$ cat src/verilog/cem_pkg.sv
// Shared constants for the capacitor test and limit alarm block
package cem_pkg;
  // Clock and time
  localparam int CLK_HZ = 40_000_000;
  localparam int PERIOD_UNIT_S = 10;
  localparam int PERIOD_UNIT_CYCLES = PERIOD_UNIT_S * CLK_HZ;
  localparam int CAP_TICK_CYCLES = 4000;
  localparam int CAP_FINE_DIV = 100;
  // Geometry
  localparam int NUM_CHAN = 11;
  localparam int NUM_ALARM = 14;
  // Register offsets
  localparam logic [7:0] REG_CTL = 8'h00;
  localparam logic [7:0] REG_MON_STATUS = 8'h01;
  localparam logic [7:0] REG_MON_MASK = 8'h02;
  localparam logic [7:0] REG_ALARM = 8'h03;
  localparam logic [7:0] REG_ALARM_MASK = 8'h04;
  localparam logic [7:0] REG_ALARM_CLEAR = 8'h05;
  localparam logic [7:0] REG_PERIOD = 8'h06;
  localparam logic [7:0] REG_CAP_RESULT = 8'h07;
  localparam logic [7:0] REG_ESR_RESULT = 8'h08;
  localparam logic [7:0] REG_CELL_COUNT = 8'h09;
  localparam logic [7:0] REG_FB_DAC = 8'h0a;
  localparam logic [7:0] REG_SHUNT = 8'h0b;
  localparam logic [7:0] REG_LIMIT_BASE = 8'h10;
  localparam logic [7:0] REG_MEAS_BASE = 8'h20;
  // Control bits
  localparam int CTL_START = 0;
  localparam int CTL_AUX_BUF = 1;
  localparam int CTL_CAP_SCALE = 2;
  // Monitor status bits
  localparam int MON_RUNNING = 0;
  localparam int MON_CAP_DONE = 1;
  localparam int MON_ESR_DONE = 2;
  localparam int MON_CAP_FAILED = 3;
  localparam int MON_ESR_FAILED = 4;
  // Channels
  localparam logic [3:0] CH_AUX = 4'h4;
  localparam logic [3:0] CH_VIN = 4'h5;
  localparam logic [3:0] CH_STACK = 4'h6;
  localparam logic [3:0] CH_VOUT = 4'h7;
  localparam logic [3:0] CH_IIN = 4'h8;
  localparam logic [3:0] CH_ICHG = 4'h9;
  localparam logic [3:0] CH_DTEMP = 4'ha;
  localparam logic [3:0] CH_LAST = 4'ha;
  // Channel of each alarm bit; bits 0 and 1 cover all four cells
  localparam logic [3:0] ALARM_CHAN [NUM_ALARM] = '{4'h0, 4'h0, CH_AUX, CH_AUX,
    CH_VIN, CH_VIN, CH_STACK, CH_STACK, CH_VOUT, CH_VOUT, CH_IIN, CH_ICHG,
    CH_DTEMP, CH_DTEMP};
  // Set bit means the alarm fires above its limit, clear means below
  localparam logic [13:0] ALARM_IS_OVER = 14'h26aa;
  // Reset values
  localparam logic [3:0] FB_DAC_RESET = 4'hf;
  localparam logic [15:0] SHUNT_RESET = 16'h3999;
  localparam logic [1:0] ESR_CUR_RESET = 2'h3;
  // ESR above 1024 sense resistances, in units of one sixty-fourth
  localparam logic [16:0] ESR_FAIL_LIMIT = 17'h10000;
  // Sequencer states
  typedef enum logic [3:0] {
    ST_IDLE = 4'b0001,
    ST_WAIT_CHG = 4'b0010,
    ST_DISCH = 4'b0100,
    ST_ESR = 4'b1000
  } cem_state_t;
endpackage : cem_pkg

$ cat src/verilog/cem_meas_mem.sv
// Measurement store with registered read data
module cem_meas_mem #(
  parameter int WIDTH = 16,
  parameter int DEPTH = 11,
  parameter int AW = 4
) (
  // Clock
  input wire logic clk_sys,
  // Write port
  input wire logic wr_en,
  input wire logic [AW-1:0] wr_addr,
  input wire logic [WIDTH-1:0] wr_data,
  // Read port
  input wire logic [AW-1:0] rd_addr,
  output logic [WIDTH-1:0] rd_data
);
  logic [WIDTH-1:0] mem [DEPTH];

  always_ff @(posedge clk_sys) begin
    if (wr_en) begin
      mem[wr_addr] <= wr_data;
    end
  end

  always_ff @(posedge clk_sys) begin
    rd_data <= mem[rd_addr];
  end
endmodule : cem_meas_mem

$ cat src/verilog/cem_monitor.sv
// Capacitance/ESR test sequencer, ADC limit alarms and alert line
module cem_monitor
  import cem_pkg::*;
#(
  parameter int UNIT_CYCLES = PERIOD_UNIT_CYCLES,
  parameter int TICK_CYCLES = CAP_TICK_CYCLES
) (
  // Clock and reset
  input wire logic clk_sys,
  input wire logic resetn,
  // Register port
  input wire logic [7:0] reg_addr,
  input wire logic [15:0] reg_wdata,
  input wire logic reg_wr,
  input wire logic reg_rd,
  output logic [15:0] reg_rdata,
  // Pins
  input wire logic power_fail,
  input wire logic stack_charged_indicator,
  input wire logic cell_count_select_low,
  input wire logic cell_count_select_high,
  output logic smbalert_out,
  output logic smbalert_oe,
  // Alert response answered by the bus slave
  input wire logic ara_done,
  // ADC converter
  input wire logic adc_done,
  input wire logic [15:0] adc_data,
  output logic adc_start,
  output logic [3:0] adc_channel,
  output logic aux_buffer_en,
  // Analog test circuits
  input wire logic disch_done,
  input wire logic esr_done,
  input wire logic [16:0] esr_value,
  output logic charger_disable,
  output logic discharge_en,
  output logic esr_run,
  output logic [1:0] esr_current,
  output logic backup_mode,
  // Analog configuration
  output logic [3:0] fb_ref_code,
  output logic [15:0] shunt_code
);
  // Synchronisers for the four pin inputs
  logic [3:0] pin_raw;
  logic [3:0] pin_meta;
  logic [3:0] pin_sync;
  assign pin_raw = {cell_count_select_high, cell_count_select_low,
                    stack_charged_indicator, power_fail};
  genvar gi;
  generate
    for (gi = 0; gi < 4; gi++) begin : g_sync
      always_ff @(posedge clk_sys or negedge resetn) begin
        if (!resetn) begin
          pin_meta[gi] <= 1'b0;
          pin_sync[gi] <= 1'b0;
        end else begin
          pin_meta[gi] <= pin_raw[gi];
          pin_sync[gi] <= pin_meta[gi];
        end
      end
    end
  endgenerate
  logic pf;
  logic charged;
  assign pf = pin_sync[0];
  assign charged = pin_sync[1];

  // Registers
  logic [2:0] ctl;
  logic [4:0] mon_status;
  logic [4:0] mon_prev;
  logic [4:0] mon_mask;
  logic [13:0] alarm;
  logic [13:0] alarm_mask;
  logic [15:0] period;
  logic [15:0] cap_result;
  logic [15:0] esr_result;
  logic [1:0] cell_count;
  logic [15:0] limit [NUM_ALARM];
  logic [15:0] rdata_reg;
  logic mem_sel;
  logic [15:0] mem_q;
  cem_state_t state;
  logic period_due;
  logic begin_test;
  logic wr_ctl;
  logic wr_clear;

  assign wr_ctl = reg_wr && reg_addr == REG_CTL;
  assign wr_clear = reg_wr && reg_addr == REG_ALARM_CLEAR;
  assign begin_test = state == ST_IDLE && (ctl[CTL_START] || period_due);

  always_ff @(posedge clk_sys or negedge resetn) begin
    if (!resetn) begin
      ctl <= 3'h0;
    end else if (wr_ctl) begin
      // A host write wins so a new request is never lost
      ctl <= reg_wdata[2:0];
    end else if (begin_test) begin
      ctl[CTL_START] <= 1'b0;
    end
  end

  always_ff @(posedge clk_sys or negedge resetn) begin
    if (!resetn) begin
      mon_mask <= 5'h00;
      alarm_mask <= 14'h0000;
      period <= 16'h0000;
      fb_ref_code <= FB_DAC_RESET;
      shunt_code <= SHUNT_RESET;
    end else if (reg_wr) begin
      case (reg_addr)
        REG_MON_MASK: mon_mask <= reg_wdata[4:0];
        REG_ALARM_MASK: alarm_mask <= reg_wdata[13:0];
        REG_PERIOD: period <= reg_wdata;
        REG_FB_DAC: fb_ref_code <= reg_wdata[3:0];
        REG_SHUNT: shunt_code <= reg_wdata;
        default: ;
      endcase
    end
  end

  // limit levels, one per alarm bit
  always_ff @(posedge clk_sys or negedge resetn) begin
    if (!resetn) begin
      for (int i = 0; i < NUM_ALARM; i++) begin
        limit[i] <= 16'h0000;
      end
    end else if (reg_wr) begin
      for (int i = 0; i < NUM_ALARM; i++) begin
        if (reg_addr == REG_LIMIT_BASE + 8'(i)) begin
          limit[i] <= reg_wdata;
        end
      end
    end
  end

  always_ff @(posedge clk_sys or negedge resetn) begin
    if (!resetn) begin
      cell_count <= 2'h0;
    end else begin
      cell_count <= pin_sync[3:2];
    end
  end

  logic booted;
  always_ff @(posedge clk_sys or negedge resetn) begin
    if (!resetn) begin
      booted <= 1'b0;
      adc_start <= 1'b0;
      adc_channel <= 4'h0;
    end else begin
      booted <= 1'b1;
      adc_start <= !booted || adc_done;
      if (adc_done) begin
        adc_channel <= (adc_channel == CH_LAST) ? 4'h0 : adc_channel + 4'h1;
      end
    end
  end

  // results kept as full signed words
  cem_meas_mem #(
    .WIDTH(16),
    .DEPTH(NUM_CHAN),
    .AW(4)
  ) u_meas (
    .clk_sys(clk_sys),
    .wr_en(adc_done),
    .wr_addr(adc_channel),
    .wr_data(adc_data),
    .rd_addr(reg_addr[3:0]),
    .rd_data(mem_q)
  );

  // compare each new sample against its limits
  logic [13:0] hit;
  generate
    for (gi = 0; gi < NUM_ALARM; gi++) begin : g_limit
      logic chan_match;
      logic beyond;
      assign chan_match = (gi < 2) ? (adc_channel < CH_AUX)
                                   : (adc_channel == ALARM_CHAN[gi]);
      // temperature and auxiliary use the same comparators
      assign beyond = ALARM_IS_OVER[gi] ? ($signed(adc_data) > $signed(limit[gi]))
                                        : ($signed(adc_data) < $signed(limit[gi]));
      assign hit[gi] = adc_done && chan_match && beyond && alarm_mask[gi];
    end
  endgenerate

  // only a written one clears, a new hit wins
  always_ff @(posedge clk_sys or negedge resetn) begin
    if (!resetn) begin
      alarm <= 14'h0000;
    end else begin
      alarm <= (alarm & ~(wr_clear ? reg_wdata[13:0] : 14'h0000)) | hit;
    end
  end

  // Alert line, open drain
  logic new_alarm;
  logic mon_event;
  assign new_alarm = |(hit & ~alarm);
  // rising edge of masked status bit
  assign mon_event = |(mon_status & ~mon_prev & mon_mask);
  always_ff @(posedge clk_sys or negedge resetn) begin
    if (!resetn) begin
      mon_prev <= 5'h00;
      smbalert_oe <= 1'b0;
      smbalert_out <= 1'b0;
    end else begin
      mon_prev <= mon_status;
      smbalert_out <= 1'b0;
      if (new_alarm || mon_event) begin
        smbalert_oe <= 1'b1;
      end else if (ara_done) begin
        smbalert_oe <= 1'b0;
      end
    end
  end

  always_ff @(posedge clk_sys or negedge resetn) begin
    if (!resetn) begin
      aux_buffer_en <= 1'b0;
      backup_mode <= 1'b0;
    end else begin
      aux_buffer_en <= ctl[CTL_AUX_BUF];
      // backup follows the power fail input
      backup_mode <= pf;
    end
  end

  // repeat timer, counts only while idle after a test
  logic armed;
  logic [31:0] unit_cnt;
  logic [15:0] units;
  always_ff @(posedge clk_sys or negedge resetn) begin
    if (!resetn) begin
      armed <= 1'b0;
      unit_cnt <= 32'h0;
      units <= 16'h0;
      period_due <= 1'b0;
    end else if (state != ST_IDLE || period == 16'h0 || !armed) begin
      armed <= armed || begin_test;
      unit_cnt <= 32'h0;
      units <= 16'h0;
      period_due <= 1'b0;
    end else if (!period_due) begin
      if (unit_cnt == 32'(UNIT_CYCLES - 1)) begin
        unit_cnt <= 32'h0;
        units <= units + 16'h1;
        period_due <= (units + 16'h1) >= period;
      end else begin
        unit_cnt <= unit_cnt + 32'h1;
      end
    end
  end

  // tick length set by scale bit
  logic [15:0] tick_cnt;
  logic [15:0] tick_len;
  logic [15:0] cap_ticks;
  assign tick_len = ctl[CTL_CAP_SCALE] ? 16'(TICK_CYCLES / CAP_FINE_DIV)
                                       : 16'(TICK_CYCLES);
  always_ff @(posedge clk_sys or negedge resetn) begin
    if (!resetn) begin
      tick_cnt <= 16'h0;
      cap_ticks <= 16'h0;
    end else if (state != ST_DISCH) begin
      tick_cnt <= 16'h0;
      cap_ticks <= 16'h0;
    end else if (tick_cnt >= tick_len - 16'h1) begin
      tick_cnt <= 16'h0;
      // Saturate so an oversized stack reads full scale, not wrapped
      if (cap_ticks != 16'hffff) begin
        cap_ticks <= cap_ticks + 16'h1;
      end
    end else begin
      tick_cnt <= tick_cnt + 16'h1;
    end
  end

  // Test sequencer
  always_ff @(posedge clk_sys or negedge resetn) begin
    if (!resetn) begin
      state <= ST_IDLE;
      mon_status <= 5'h00;
      cap_result <= 16'h0;
      esr_result <= 16'h0;
    end else begin
      case (state)
        ST_IDLE: begin
          if (begin_test) begin
            mon_status <= 5'h01;
            state <= ST_WAIT_CHG;
          end
        end
        ST_WAIT_CHG: begin
          if (pf) begin
            mon_status <= 5'h18;
            state <= ST_IDLE;
          end else if (charged) begin
            state <= ST_DISCH;
          end
        end
        ST_DISCH: begin
          if (pf || !charged) begin
            mon_status <= 5'h18;
            state <= ST_IDLE;
          end else if (disch_done) begin
            cap_result <= cap_ticks;
            mon_status[MON_CAP_DONE] <= 1'b1;
            state <= ST_ESR;
          end
        end
        ST_ESR: begin
          if (pf) begin
            mon_status[MON_RUNNING] <= 1'b0;
            mon_status[MON_ESR_FAILED] <= 1'b1;
            state <= ST_IDLE;
          end else if (esr_done) begin
            mon_status[MON_RUNNING] <= 1'b0;
            if (esr_value > ESR_FAIL_LIMIT) begin
              mon_status[MON_ESR_FAILED] <= 1'b1;
            end else begin
              esr_result <= esr_value[15:0];
              mon_status[MON_ESR_DONE] <= 1'b1;
            end
            state <= ST_IDLE;
          end
        end
        default: begin
          state <= ST_IDLE;
          mon_status <= 5'h00;
        end
      endcase
    end
  end

  always_ff @(posedge clk_sys or negedge resetn) begin
    if (!resetn) begin
      charger_disable <= 1'b0;
      discharge_en <= 1'b0;
      esr_run <= 1'b0;
      esr_current <= ESR_CUR_RESET;
    end else begin
      charger_disable <= state == ST_DISCH;
      discharge_en <= state == ST_DISCH;
      esr_run <= state == ST_ESR;
      // Higher ESR needs less current to stay in range
      if (esr_result >= 16'h4000) begin
        esr_current <= 2'h0;
      end else if (esr_result >= 16'h1000) begin
        esr_current <= 2'h1;
      end else if (esr_result >= 16'h0400) begin
        esr_current <= 2'h2;
      end else begin
        esr_current <= 2'h3;
      end
    end
  end

  // Read path, data one cycle after the strobe
  always_ff @(posedge clk_sys or negedge resetn) begin
    if (!resetn) begin
      rdata_reg <= 16'h0;
      mem_sel <= 1'b0;
    end else begin
      mem_sel <= reg_rd && reg_addr >= REG_MEAS_BASE &&
                 reg_addr <= REG_MEAS_BASE + 8'(CH_LAST);
      rdata_reg <= 16'h0;
      if (reg_rd) begin
        case (reg_addr)
          REG_CTL: rdata_reg <= {13'h0, ctl};
          REG_MON_STATUS: rdata_reg <= {11'h0, mon_status};
          REG_MON_MASK: rdata_reg <= {11'h0, mon_mask};
          REG_ALARM: rdata_reg <= {2'h0, alarm};
          REG_ALARM_MASK: rdata_reg <= {2'h0, alarm_mask};
          REG_PERIOD: rdata_reg <= period;
          REG_CAP_RESULT: rdata_reg <= cap_result;
          REG_ESR_RESULT: rdata_reg <= esr_result;
          REG_CELL_COUNT: rdata_reg <= {14'h0, cell_count};
          REG_FB_DAC: rdata_reg <= {12'h0, fb_ref_code};
          REG_SHUNT: rdata_reg <= shunt_code;
          default: begin
            for (int i = 0; i < NUM_ALARM; i++) begin
              if (reg_addr == REG_LIMIT_BASE + 8'(i)) begin
                rdata_reg <= limit[i];
              end
            end
          end
        endcase
      end
    end
  end
  // Memory output is itself a register, so this is a flop-to-flop select
  assign reg_rdata = mem_sel ? mem_q : rdata_reg;
endmodule : cem_monitor

$ cat config.mk
export PLATFORM = sky130hd
export DESIGN_NAME = cem_monitor
export DESIGN_NICKNAME = d
export VERILOG_FILES = /design/src/verilog/cem_pkg.sv /design/src/verilog/cem_meas_mem.sv /design/src/verilog/cem_monitor.sv
export SDC_FILE = /design/constraint.sdc
export NUM_CORES = 1
export LEC_CHECK = 0
export ABC_AREA = 0
export BUFFER_PORTS_ARGS = -buffer_cell sky130_fd_sc_hd__buf_2
export CAP_MARGIN = 20
export CORE_UTILIZATION = 63
export DETAILED_ROUTE_END_ITERATION = 16
export GPL_TIMING_DRIVEN = 0
export PLACE_DENSITY_LB_ADDON = 0.1
export SYNTH_ARGS = -nofsm -noshare
export SYNTH_HDL_FRONTEND = slang
export SYNTH_SLANG_ARGS = --single-unit
$ cat constraint.sdc
create_clock -name clk_sys -period 3.6 [get_ports clk_sys]
set_input_delay 0.72 -clock clk_sys [delete_from_list [all_inputs] [get_ports clk_sys]]
set_output_delay 0.72 -clock clk_sys [all_outputs]
set_load 0.005 [all_outputs]
# Word-level counts from Yosys, hierarchy flattened

Memories as Yosys holds them, arrays and structs flattened. A register that Yosys moved wholly into a read port is not among the register bits.
Cells that the tools add are included.

Register bits: 464
Bits in writable memories: 176
Input bits: 69
Output and inout bits: 50
Word-level logic and storage cells: 309
Memories: 1

Memories:

| name       | words | bits a word | rd ports | clocked after Yosys merged registers in | wr ports | line               | text |
|---|---|---|---|---|---|---|---|
| u_meas.mem | 11    | 16          | 1        | 1                                       | 1        | cem_meas_mem.sv:17 | `logic [WIDTH-1:0] mem [DEPTH];` |

Add/subtract/negate cells: 6
Order comparisons: 23
Equal/unequal tests: 51
Muxes and demuxes: 70
Bitwise logic cells: 12
Reduce and logical (&&, ||, !) cells: 89

Operators with widths:

| cell                                                   | count |
|---|---|
| 2-to-1 mux 16 bit                                      | 24 |
| case mux 16 bit (11 select lines)                      | 1 |
| == test 8 x 5 -> 1 bit (second input constant)         | 14 |
| greater-than comparator 16 bit                         | 7 |
| < comparator 16 bit                                    | 7 |
| 2-to-1 mux 32 bit                                      | 3 |
| adder 16 x 1 -> 16 bit (second input constant)         | 3 |
| AND reduction 2 bit                                    | 21 |
| logical AND 1 bit                                      | 41 |
| adder 32 x 1 -> 32 bit (second input constant)         | 1 |
| == test 32 x 29 -> 1 bit (second input constant)       | 1 |
| == test 8 x 3 -> 1 bit (second input constant)         | 4 |
| == test 8 x 4 -> 1 bit (second input constant)         | 4 |
| >= comparator 16 bit                                   | 2 |
| 2-to-1 mux 4 bit                                       | 8 |
| bitwise AND 14 bit                                     | 2 |
| NOT 14 bit                                             | 2 |
| 2-to-1 mux 1 bit                                       | 21 |
| == test 4 x 3 -> 1 bit (second input constant)         | 5 |
| case mux 1 bit (4 select lines)                        | 5 |
| AND reduction 4 bit                                    | 5 |
| greater-than comparator 17 bit (second input constant) | 1 |
| == test 4 bit (second input constant)                  | 4 |
| == test 8 x 2 -> 1 bit (second input constant)         | 2 |
| other kinds (37)                                       | 63 |

# Logic depth before layout (Yosys ltp)

Gate-level depths: netlist of the first run.

Depth after elaboration: 17
Depth in mapped cells: 15
Mapped depth without buffers: 15

# Modules after synthesis

A second synthesis of the first run with hierarchy kept.

Cell total of the unflattened synthesis: 3159
Area, all modules: 34971.0 sq um

By module, submodules not included:

| module       | instances | cells each | area an instance (sq um) | sequential area each (sq um) |
|---|---|---|---|---|
| cem_monitor  | 1         | 2764       | 27572.7                  | 11629.9 |
| cem_meas_mem | 1         | 395        | 7398.3                   | 5605.4 |

# Worst setup path after synthesis of the first run

Ideal clock, no wire load.

Path type: input to register
Start point: in adc_done
End point: reg smbalert_oe
Library setup time: 0.064 ns
Arrival time: 3.196 ns
Data required time: 3.536 ns
Path slack: 0.340 ns
Stages on the path: 8
Buffers on the path: 1
Cell sequence: clkbuf_1 > nand2_1 > nor3_1 > nand4_1 > a211oi_1 > a211oi_1 > nand4b_1 > or4_1

Longest elaborated chain between the ends: 7
Elaborated cells on any way between the ends: 41
Those cells by class: mux: 1; bitwise: 1; reduce/logical: 39

Ends and longest elaborated chain:

| what                                                   | line               | text |
|---|---|---|
| from (decl)                                            | cem_monitor.sv:27  | `input wire logic adc_done,` |
| logical AND 1 bit (3 in series)                        | cem_monitor.sv:188 | `assign hit[gi] = adc_done && chan_match && beyond && alarm_mask[gi];` |
| bitwise AND 14 bit (*)                                 | cem_monitor.sv:204 | `assign new_alarm = \|(hit & ~alarm);` |
| OR reduction 14 bit (*)                                | cem_monitor.sv:204 |  |
| logical OR 1 bit (*)                                   | cem_monitor.sv:215 | `if (new_alarm \|\| mon_event) begin` |
| 2-to-1 mux 1 bit or nonzero test 2 bit (tied branches) | -                  |  |
| to (signal assigned)                                   | cem_monitor.sv:210 | `smbalert_oe <= 1'b0;` |
| to (signal assigned)                                   | cem_monitor.sv:216 | `smbalert_oe <= 1'b1;` |
| to (signal assigned)                                   | cem_monitor.sv:218 | `smbalert_oe <= 1'b0;` |
| to (decl)                                              | cem_monitor.sv:23  | `output logic smbalert_oe,` |

Mark *: on every way between the ends. The rest lies on a longest branch, timed or not.
A chain may end at the register's enable or synchronous reset.

# Worst setup path in the final report of the first run

Start point: in reg_addr[0]
End point: reg rdata_reg[4]

Longest elaborated chain between the ends: 17
Elaborated cells on any way between the ends: 41
Those cells by class: eq/ne: 24; mux: 16; reduce/logical: 1

Ends and longest elaborated chain:

| what                                  | line               | text |
|---|---|---|
| from (decl)                           | cem_monitor.sv:12  | `input wire logic [7:0] reg_addr,` |
| == test 8 x 5 -> 1 bit                | cem_monitor.sv:388 | `if (reg_addr == REG_LIMIT_BASE + 8'(i)) begin` |
| 2-to-1 mux 16 bit (14 in series)      | cem_monitor.sv:388 |  |
| case mux 16 bit (11 select lines) (*) | cem_monitor.sv:374 | `case (reg_addr)` |
| 2-to-1 mux 16 bit (*)                 | cem_monitor.sv:373 | `if (reg_rd) begin` |
| to (signal assigned)                  | cem_monitor.sv:375 | `REG_CTL: rdata_reg <= {13'h0, ctl};` |
| to (signal assigned)                  | cem_monitor.sv:376 | `REG_MON_STATUS: rdata_reg <= {11'h0, mon_status};` |
| to (signal assigned)                  | cem_monitor.sv:389 | `rdata_reg <= limit[i];` |
| to (decl)                             | cem_monitor.sv:82  | `logic [15:0] rdata_reg;` |

Marks and branches as above.

==> out/results.tsv, run 1 <==
stage	metric	value	unit
power	Flop pwr share	46.7	%
layout	largest register by flop count	limit	
worst_setup_path	Worst Setup End Kind	flip-flop	
routing	Initial DRC Count	2620	
floorplan	die width	236	um
yosys	synth unique cells	88	
worst_setup_path	worst r2r path cells	15	
grt	vias in the first global route	26161	
timing	hold_ws	0.164	ns
layout	fill cell count	3852	
timing	TNS Setup	0	ns
worst_setup_path	Crit path max-delay family	buffers and inverters	
worst_setup_path	CP max-delay cell	a21oi_1	
power	Leak	16.7	nW
clock_network	H-tree Lvls	3	
timing	Slew headroom	22.9	%
yosys	Yosys warning count	0	
worst_setup_path	Worst Path Required	4.13	ns
routing	wire length per cell	29.1	um
floorplan	I/O Pins	119	
floorplan	Die Area	55500	um2
routing	Vias/cell	6.71	
power	pwr dens	474	nW/um2
placed_design	GPL Wtd Cong	1.05	
timing	Worst Skew	0.0225	ns
worst_setup_path	r2r setup slk	0.29	ns
layout	Synth-to-Final Area Change	11.8	%
floorplan	Initial Util	63.8	%
timing	Slew @ Worst Pin	1.16	ns
power	Cell Int Power	13.1	mW
timing	RSZ-0062 raised after global routing	no	
worst_setup_path	startpoint types	input port	
timing	Slew Limit Fails	0	
power	switching pwr	5.13	mW
grt	GR Overflow Total	0	
clock_network	Clock transition at path regs	0.06	ns
power	total chip power	18.2	mW
timing	FMAX	283	MHz
placed_design	DP HPWL	82600	um
placed_design	port bufs	104	
power	VDD IR-drop max	0.000417	V
yosys	Synth Cell Area	34400	um2
power	Logic pwr share	14.0	%
worst_setup_path	reg2reg start	units[0]	
clock_network	CTS buffer count	69	
routing	Pre-antenna DRT Iters	13	
yosys	Synth Flop Type	dfrtp_1	
worst_hold_path	worst min-delay path class	input port to asynchronous set/reset pin	
clock_network	Hold Buf Count CTS	0	
clock_network	maximum root-to-sink buffer count	3	
grt	global-route wire length before repair	168000	um
yosys	Seq/Total Area, Yosys	50.1	%
worst_setup_path	CP max stage delay	0.66	ns
grt	largest net degree at the start of global routing	129	
job	Max-cap violations	0	
layout	layout cells sized above 1	21.2	%
yosys	ys async rst share	70.7	%
clock_network	CTS Root Buffer Type	clkbuf_16	
worst_setup_path	crit path DAT	4.07	ns
routing	post-route ant nets	0	
outcome	status	finished clean	
routing	WL final	114000	um
worst_setup_path	crit-path most repeated cell	buf_2	
layout	most common cell after layout, fill and taps aside	dfrtp_1	
worst_setup_path	Critical Path Fanout Max	10	
yosys	flop and latch count out of synthesis	656	
floorplan	# rows	85	
grt	gr usage total	41.8	%
routing	via count	26421	
routing	Post-route DRC	0	
worst_setup_path	CP bufs+invs	5	
layout	Regs by FF count	limit (224), u_meas.mem (176), unit_cnt (32)	
clock_network	CTS tree	done	
timing	post-route clock period utilization	98.3	%
yosys	Synth Area per Inst	11.5	um2
timing	Final Setup Violations	0	
grt	antenna violations before repair	5	
clock_network	total clock sinks	656	
power	Clock Power Share	39.3	%
yosys	synthesized instance count	2985	
layout	Nets	3498	
worst_setup_path	r2r endpoint	period_due	
worst_setup_path	Crit Path Category	input port to flip-flop	
worst_setup_path	CP Cell Sequence	buf_2 -> buf_4 -> buf_4 -> buf_2 -> buf_2 -> mux4_2 -> a22oi_1 -> a21oi_1 -> o22ai_1 -> a31oi_1	
floorplan	core outline area	53900	um2
clock_network	Clk Latency, worst-skew pair	0.64	ns
power	Sw Ratio	28.2	%
layout	most frequent cells in the layout	449 x dfrtp_1, 307 x mux2_2, 253 x inv_1, 245 x ha_1, 236 x nand2_1	
floorplan	die extent in y	236	um
timing	min Tclk post-route	3.54	ns
timing	final hold viol count	0	
layout	number of flip-flops in the largest register	224	
yosys	Post-synth EDFFs	176	
==> repair_timing <==
action	4_1_cts	5_1_grt
setup endpoints to repair	6	2
buffers inserted	0	2
gates resized for setup	5	8
hold endpoints to repair	0	0
==> metal layers <==
| metal | track usage, % | share of wire [%] | wire [um] |
|---|---|---|---|
| met5 | 0 | 0.0096 | 11 |
| met2 | 65.1 | 45 | 51900 |
| met4 | 25.5 | 7.2 | 8230 |
| met1 | 53.8 | 38 | 43200 |
| met3 | 9.02 | 9.7 | 11100 |
==> power groups by stage <==
| stage | registers, mW | clock network (mW) | logic (mW) |
|---|---|---|---|
| after global placement | 8.61 | 0 | 2.28 |
| after floorplan | 8.50 | 0 | 1.42 |
| after detailed placement | 8.63 | 0 | 2.47 |
| final | 8.51 | 7.16 | 2.55 |
| after global routing | 8.54 | 7.49 | 2.74 |
| after CTS | 8.49 | 7.20 | 2.50 |
==> cells in the mapped netlist (all sizes together), types with 23 or more instances <==
cell type	count	share of area (%)
mux2i	50	1.5
nor3	41	0.63
xor2	44	1.1
mux2	307	10
dfrtp	449	33
a22oi	43	0.94
nand2b	25	0.45
clkbuf	80	0.87
nand2	239	2.6
and3	25	0.45
buf	50	0.85
mux4	48	3.1
o22ai	31	0.56
a21oi	84	1.2
nand4	44	0.80
a31oi	26	0.47
edfxtp	176	15
a21o	23	0.50
nor2	153	1.8
xnor2	25	0.64
ha	245	8.9
nand3	83	1.3
o21ai	149	2.2
inv	254	2.8
==> cells by family after synthesis <==
group / count (synthesis) / share of synthesized area [%]
simple gates: 708 / 10.2
flops: 656 / 50.1
compound gates: 516 / 9.85
mux: 405 / 14.7
buf+inv: 384 / 4.50
fa+ha+maj: 245 / 8.91
xor+xnor: 69 / 1.76
other cells: 2 / 0.0218
==> area by class of cell <==
| type | instances | area (um2) | share of cell area, % |
|---|---|---|---|
| buffer | 130 | 602 | 1.57 |
| inverter | 254 | 957 | 2.49 |
| tap | 696 | 871 | 2.26 |
| timing repair buffer | 125 | 846 | 2.20 |
| clock buffer | 100 | 1980 | 5.16 |
| antenna | 2 | 5.00 | 0.0130 |
| sequential | 656 | 17200 | 44.8 |
| clock inverter | 25 | 288 | 0.748 |
| multi-input combinational | 1948 | 15700 | 40.7 |
==> stage by stage <==
step	util (%)	setup WS, ns	cells	area, um2
finish	71.3	0.0603	3936	38400
global route	71.3	0.0134	3934	38400
CTS	71.2	0.0175	3931	38400
detailed placement	67.0	-0.796	3806	36100
global placement	66.4	-7.41	3788	35800
floorplan	-	0.340	2988	34400
==> worst max path at each step <==
stage,slack [ns],startpoint,to,cells after the start
global route,0.01,adc_data[5],smbalert_oe,9
floorplan,0.34,adc_done,smbalert_oe,8
CTS,0.02,adc_data[5],smbalert_oe,9
global placement,-7.41,resetn,limit[181],1
finish,0.06,reg_addr[0],rdata_reg[4],10
detailed placement,-0.80,reg_addr[1],u_meas.rd_data[5],8
==> worst reg2reg max path, stage by stage, from the launching register on <==
cell,delay [ns]
dfrtp_1,0.46
ha_1,0.25
nand3_1,0.13
nor2_1,0.26
and3_1,0.26
nand3_1,0.17
nor2_1,0.20
nand3_1,0.12
xnor2_1,0.21
ha_1,0.28
a21o_1,0.18
a211o_1,0.30
a31oi_1,0.18
nor2_1,0.07
nand2_1,0.07
a21oi_1,0.04
No activity file was read; power rests on OpenSTA's default activity.
==> run 2: changes to the inputs <==
Settings changed: SETUP_SLACK_MARGIN from default to 0.15.
==> run 2 against run 1 <==
Compared with the run above:
- sequential power is essentially flat
- final area is essentially flat
- highest routed layer unchanged
- clock power is essentially flat
- final cell count is essentially flat
- worst hold slack gained 0.0011 ns
- power is essentially flat
- first-iteration DRC count shrank 0.65%
==> out/results.tsv, run 2 (synthesized netlist as in run 1, its figures left out) <==
stage	metric	value	unit
outcome	status	finished clean	
layout	most frequent cells in the layout	448 x dfrtp_1, 307 x mux2_2, 253 x inv_1, 245 x ha_1, 236 x nand2_1	
power	Flop pwr share	46.7	%
worst_setup_path	reg2reg start	limit[49]	
routing	Vias/cell	6.70	
power	Cell Int Power	13.1	mW
power	Clock Power Share	39.3	%
routing	post-route ant nets	0	
clock_network	CTS tree	done	
grt	antenna violations before repair	6	
floorplan	Initial Util	63.8	%
timing	Slew @ Worst Pin	1.16	ns
routing	Initial DRC Count	2603	
clock_network	CTS buffer count	69	
worst_setup_path	Worst Path Required	4.07	ns
routing	Post-route DRC	0	
layout	Regs by FF count	limit (224), u_meas.mem (176), unit_cnt (32)	
floorplan	core outline area	53900	um2
timing	post-route clock period utilization	98.4	%
worst_setup_path	CP max stage delay	0.74	ns
power	switching pwr	5.13	mW
clock_network	Clock transition at path regs	0.06	ns
worst_setup_path	Crit. Startpoint	adc_data[13]	
power	pwr dens	474	nW/um2
placed_design	placed cell area	36100	um2
worst_setup_path	Critical Path Sink	smbalert_oe	
layout	number of flip-flops in the largest register	224	
power	VDD IR-drop max	0.000416	V
clock_network	Clk Latency, worst-skew pair	0.63	ns
layout	largest register by flop count	limit	
power	Logic pwr share	14.0	%
routing	via count	26366	
floorplan	# rows	85	
worst_setup_path	CP Cell Sequence	buf_2 -> ha_1 -> a21oi_1 -> o22ai_1 -> or4b_2 -> mux2i_1 -> o31ai_1 -> or4_1	
layout	layout cells sized above 1	21.3	%
floorplan	Die Area	55500	um2
timing	FMAX	282	MHz
placed_design	GPL Wtd Cong	1.05	
layout	Synth-to-Final Area Change	11.9	%
floorplan	I/O Pins	119	
layout	most common cell after layout, fill and taps aside	dfrtp_1	
timing	Slew headroom	22.9	%
worst_setup_path	crit path DAT	4.02	ns
timing	final hold viol count	0	
grt	GR Overflow Total	0	
worst_setup_path	r2r setup slk	0.31	ns
placed_design	DP HPWL	82600	um
grt	gr usage total	41.8	%
worst_setup_path	Crit path max-delay family	simple AND/OR/NAND/NOR gates	
placed_design	dpl cells	3806	
timing	Slew Limit Fails	0	
layout	Finished Cell Area	38500	um2
worst_setup_path	number of cells on the critical path	8	
clock_network	H-tree Lvls	3	
worst_setup_path	startpoint types	input port	
timing	Worst Skew	0.0199	ns
routing	wire length per cell	29.1	um
timing	min Tclk post-route	3.54	ns
timing	RSZ-0062 raised after global routing	yes	
worst_setup_path	worst r2r path cells	10	
layout	Nets	3498	
layout	fill cell count	3847	
routing	WL final	115000	um
worst_setup_path	r2r endpoint	smbalert_oe	
clock_network	total clock sinks	656	
clock_network	CTS Root Buffer Type	clkbuf_16	
power	Sw Ratio	28.2	%
floorplan	die width	236	um
clock_network	maximum root-to-sink buffer count	3	
layout	final std cells w/o fill	3937	
worst_setup_path	Crit Path Category	input port to flip-flop	
grt	global-route wire length before repair	168000	um
routing	Pre-antenna DRT Iters	10	
worst_setup_path	CP max-delay cell	buf_2	
worst_setup_path	Critical Path Fanout Max	25	
worst_setup_path	Worst Setup End Kind	flip-flop	
worst_hold_path	worst min-delay path class	input port to asynchronous set/reset pin	
job	Max-cap violations	0	
grt	vias in the first global route	26179	
power	Leak	16.7	nW
floorplan	die extent in y	236	um
timing	Final Setup Violations	0	
placed_design	port bufs	104	
grt	largest net degree at the start of global routing	129	
worst_setup_path	CP bufs+invs	1	
-- run 2: per-layer routing --
metal	GRT usage (%)	up-vias	part of all wire, %
met3	9.23	413	9.9
met2	64.7	1445	45
met5	0	-	0.037
met1	53.7	13191	38
met4	26.2	6	7.3
li1	-	11311	-
-- run 2: power by group through the flow --
stage	registers, mW	clock network, mW	logic [mW]
after floorplan	8.50	0	1.42
after global placement	8.61	0	2.28
after detailed placement	8.63	0	2.47
after CTS	8.49	7.20	2.50
after global routing	8.54	7.49	2.74
final	8.51	7.16	2.55
-- run 2: what timing repair did --
action / 4_1_cts / 5_1_grt
resized for setup: 10 / 9
hold buffers: 0 / 0
buffers inserted: 2 / 0
endpoints found under the setup margin: 15 / 6
-- run 2: worst min path at each step --
stage,from,end,slack [ns],depth (start not counted)
finish,resetn,unit_cnt[11],0.17,1
global route,cell_count_select_low,pin_meta[2],0.18,1
CTS,cell_count_select_low,pin_meta[2],0.17,1
detailed placement,pin_sync[2],cell_count[0],0.33,0
global placement,pin_meta[3],pin_sync[3],0.33,0
floorplan,pin_sync[2],cell_count[0],0.33,0
-- run 2: final cells by class --
cell class	count	area (um2)	share of cell area, %
antenna	3	7.51	0.0195
buffer	130	599	1.56
clock buffer	100	1980	5.15
clock inverter	25	288	0.748
inverter	254	957	2.49
multi-input combinational	1948	15700	40.8
sequential	656	17200	44.8
tap	696	871	2.26
timing repair buffer	125	846	2.20
-- run 2: through the flow --
| stage | utilization, % | hold slack (ns) | worst slack (ns) | setup TNS (ns) | power [mW] |
|---|---|---|---|---|---|
| final | 71.4 | 0.165 | 0.0576 | 0 | 18.2 |
| after global routing | 71.3 | 0.182 | 0.124 | 0 | 18.8 |
| after floorplan | - | 0.331 | 0.340 | 0 | 9.92 |
| after CTS | 71.3 | 0.173 | 0.196 | 0 | 18.2 |
| after global placement | 66.4 | 0.332 | -7.41 | -3449.39 | 10.9 |
| after detailed placement | 67.0 | 0.335 | -0.796 | -16.66 | 11.1 |
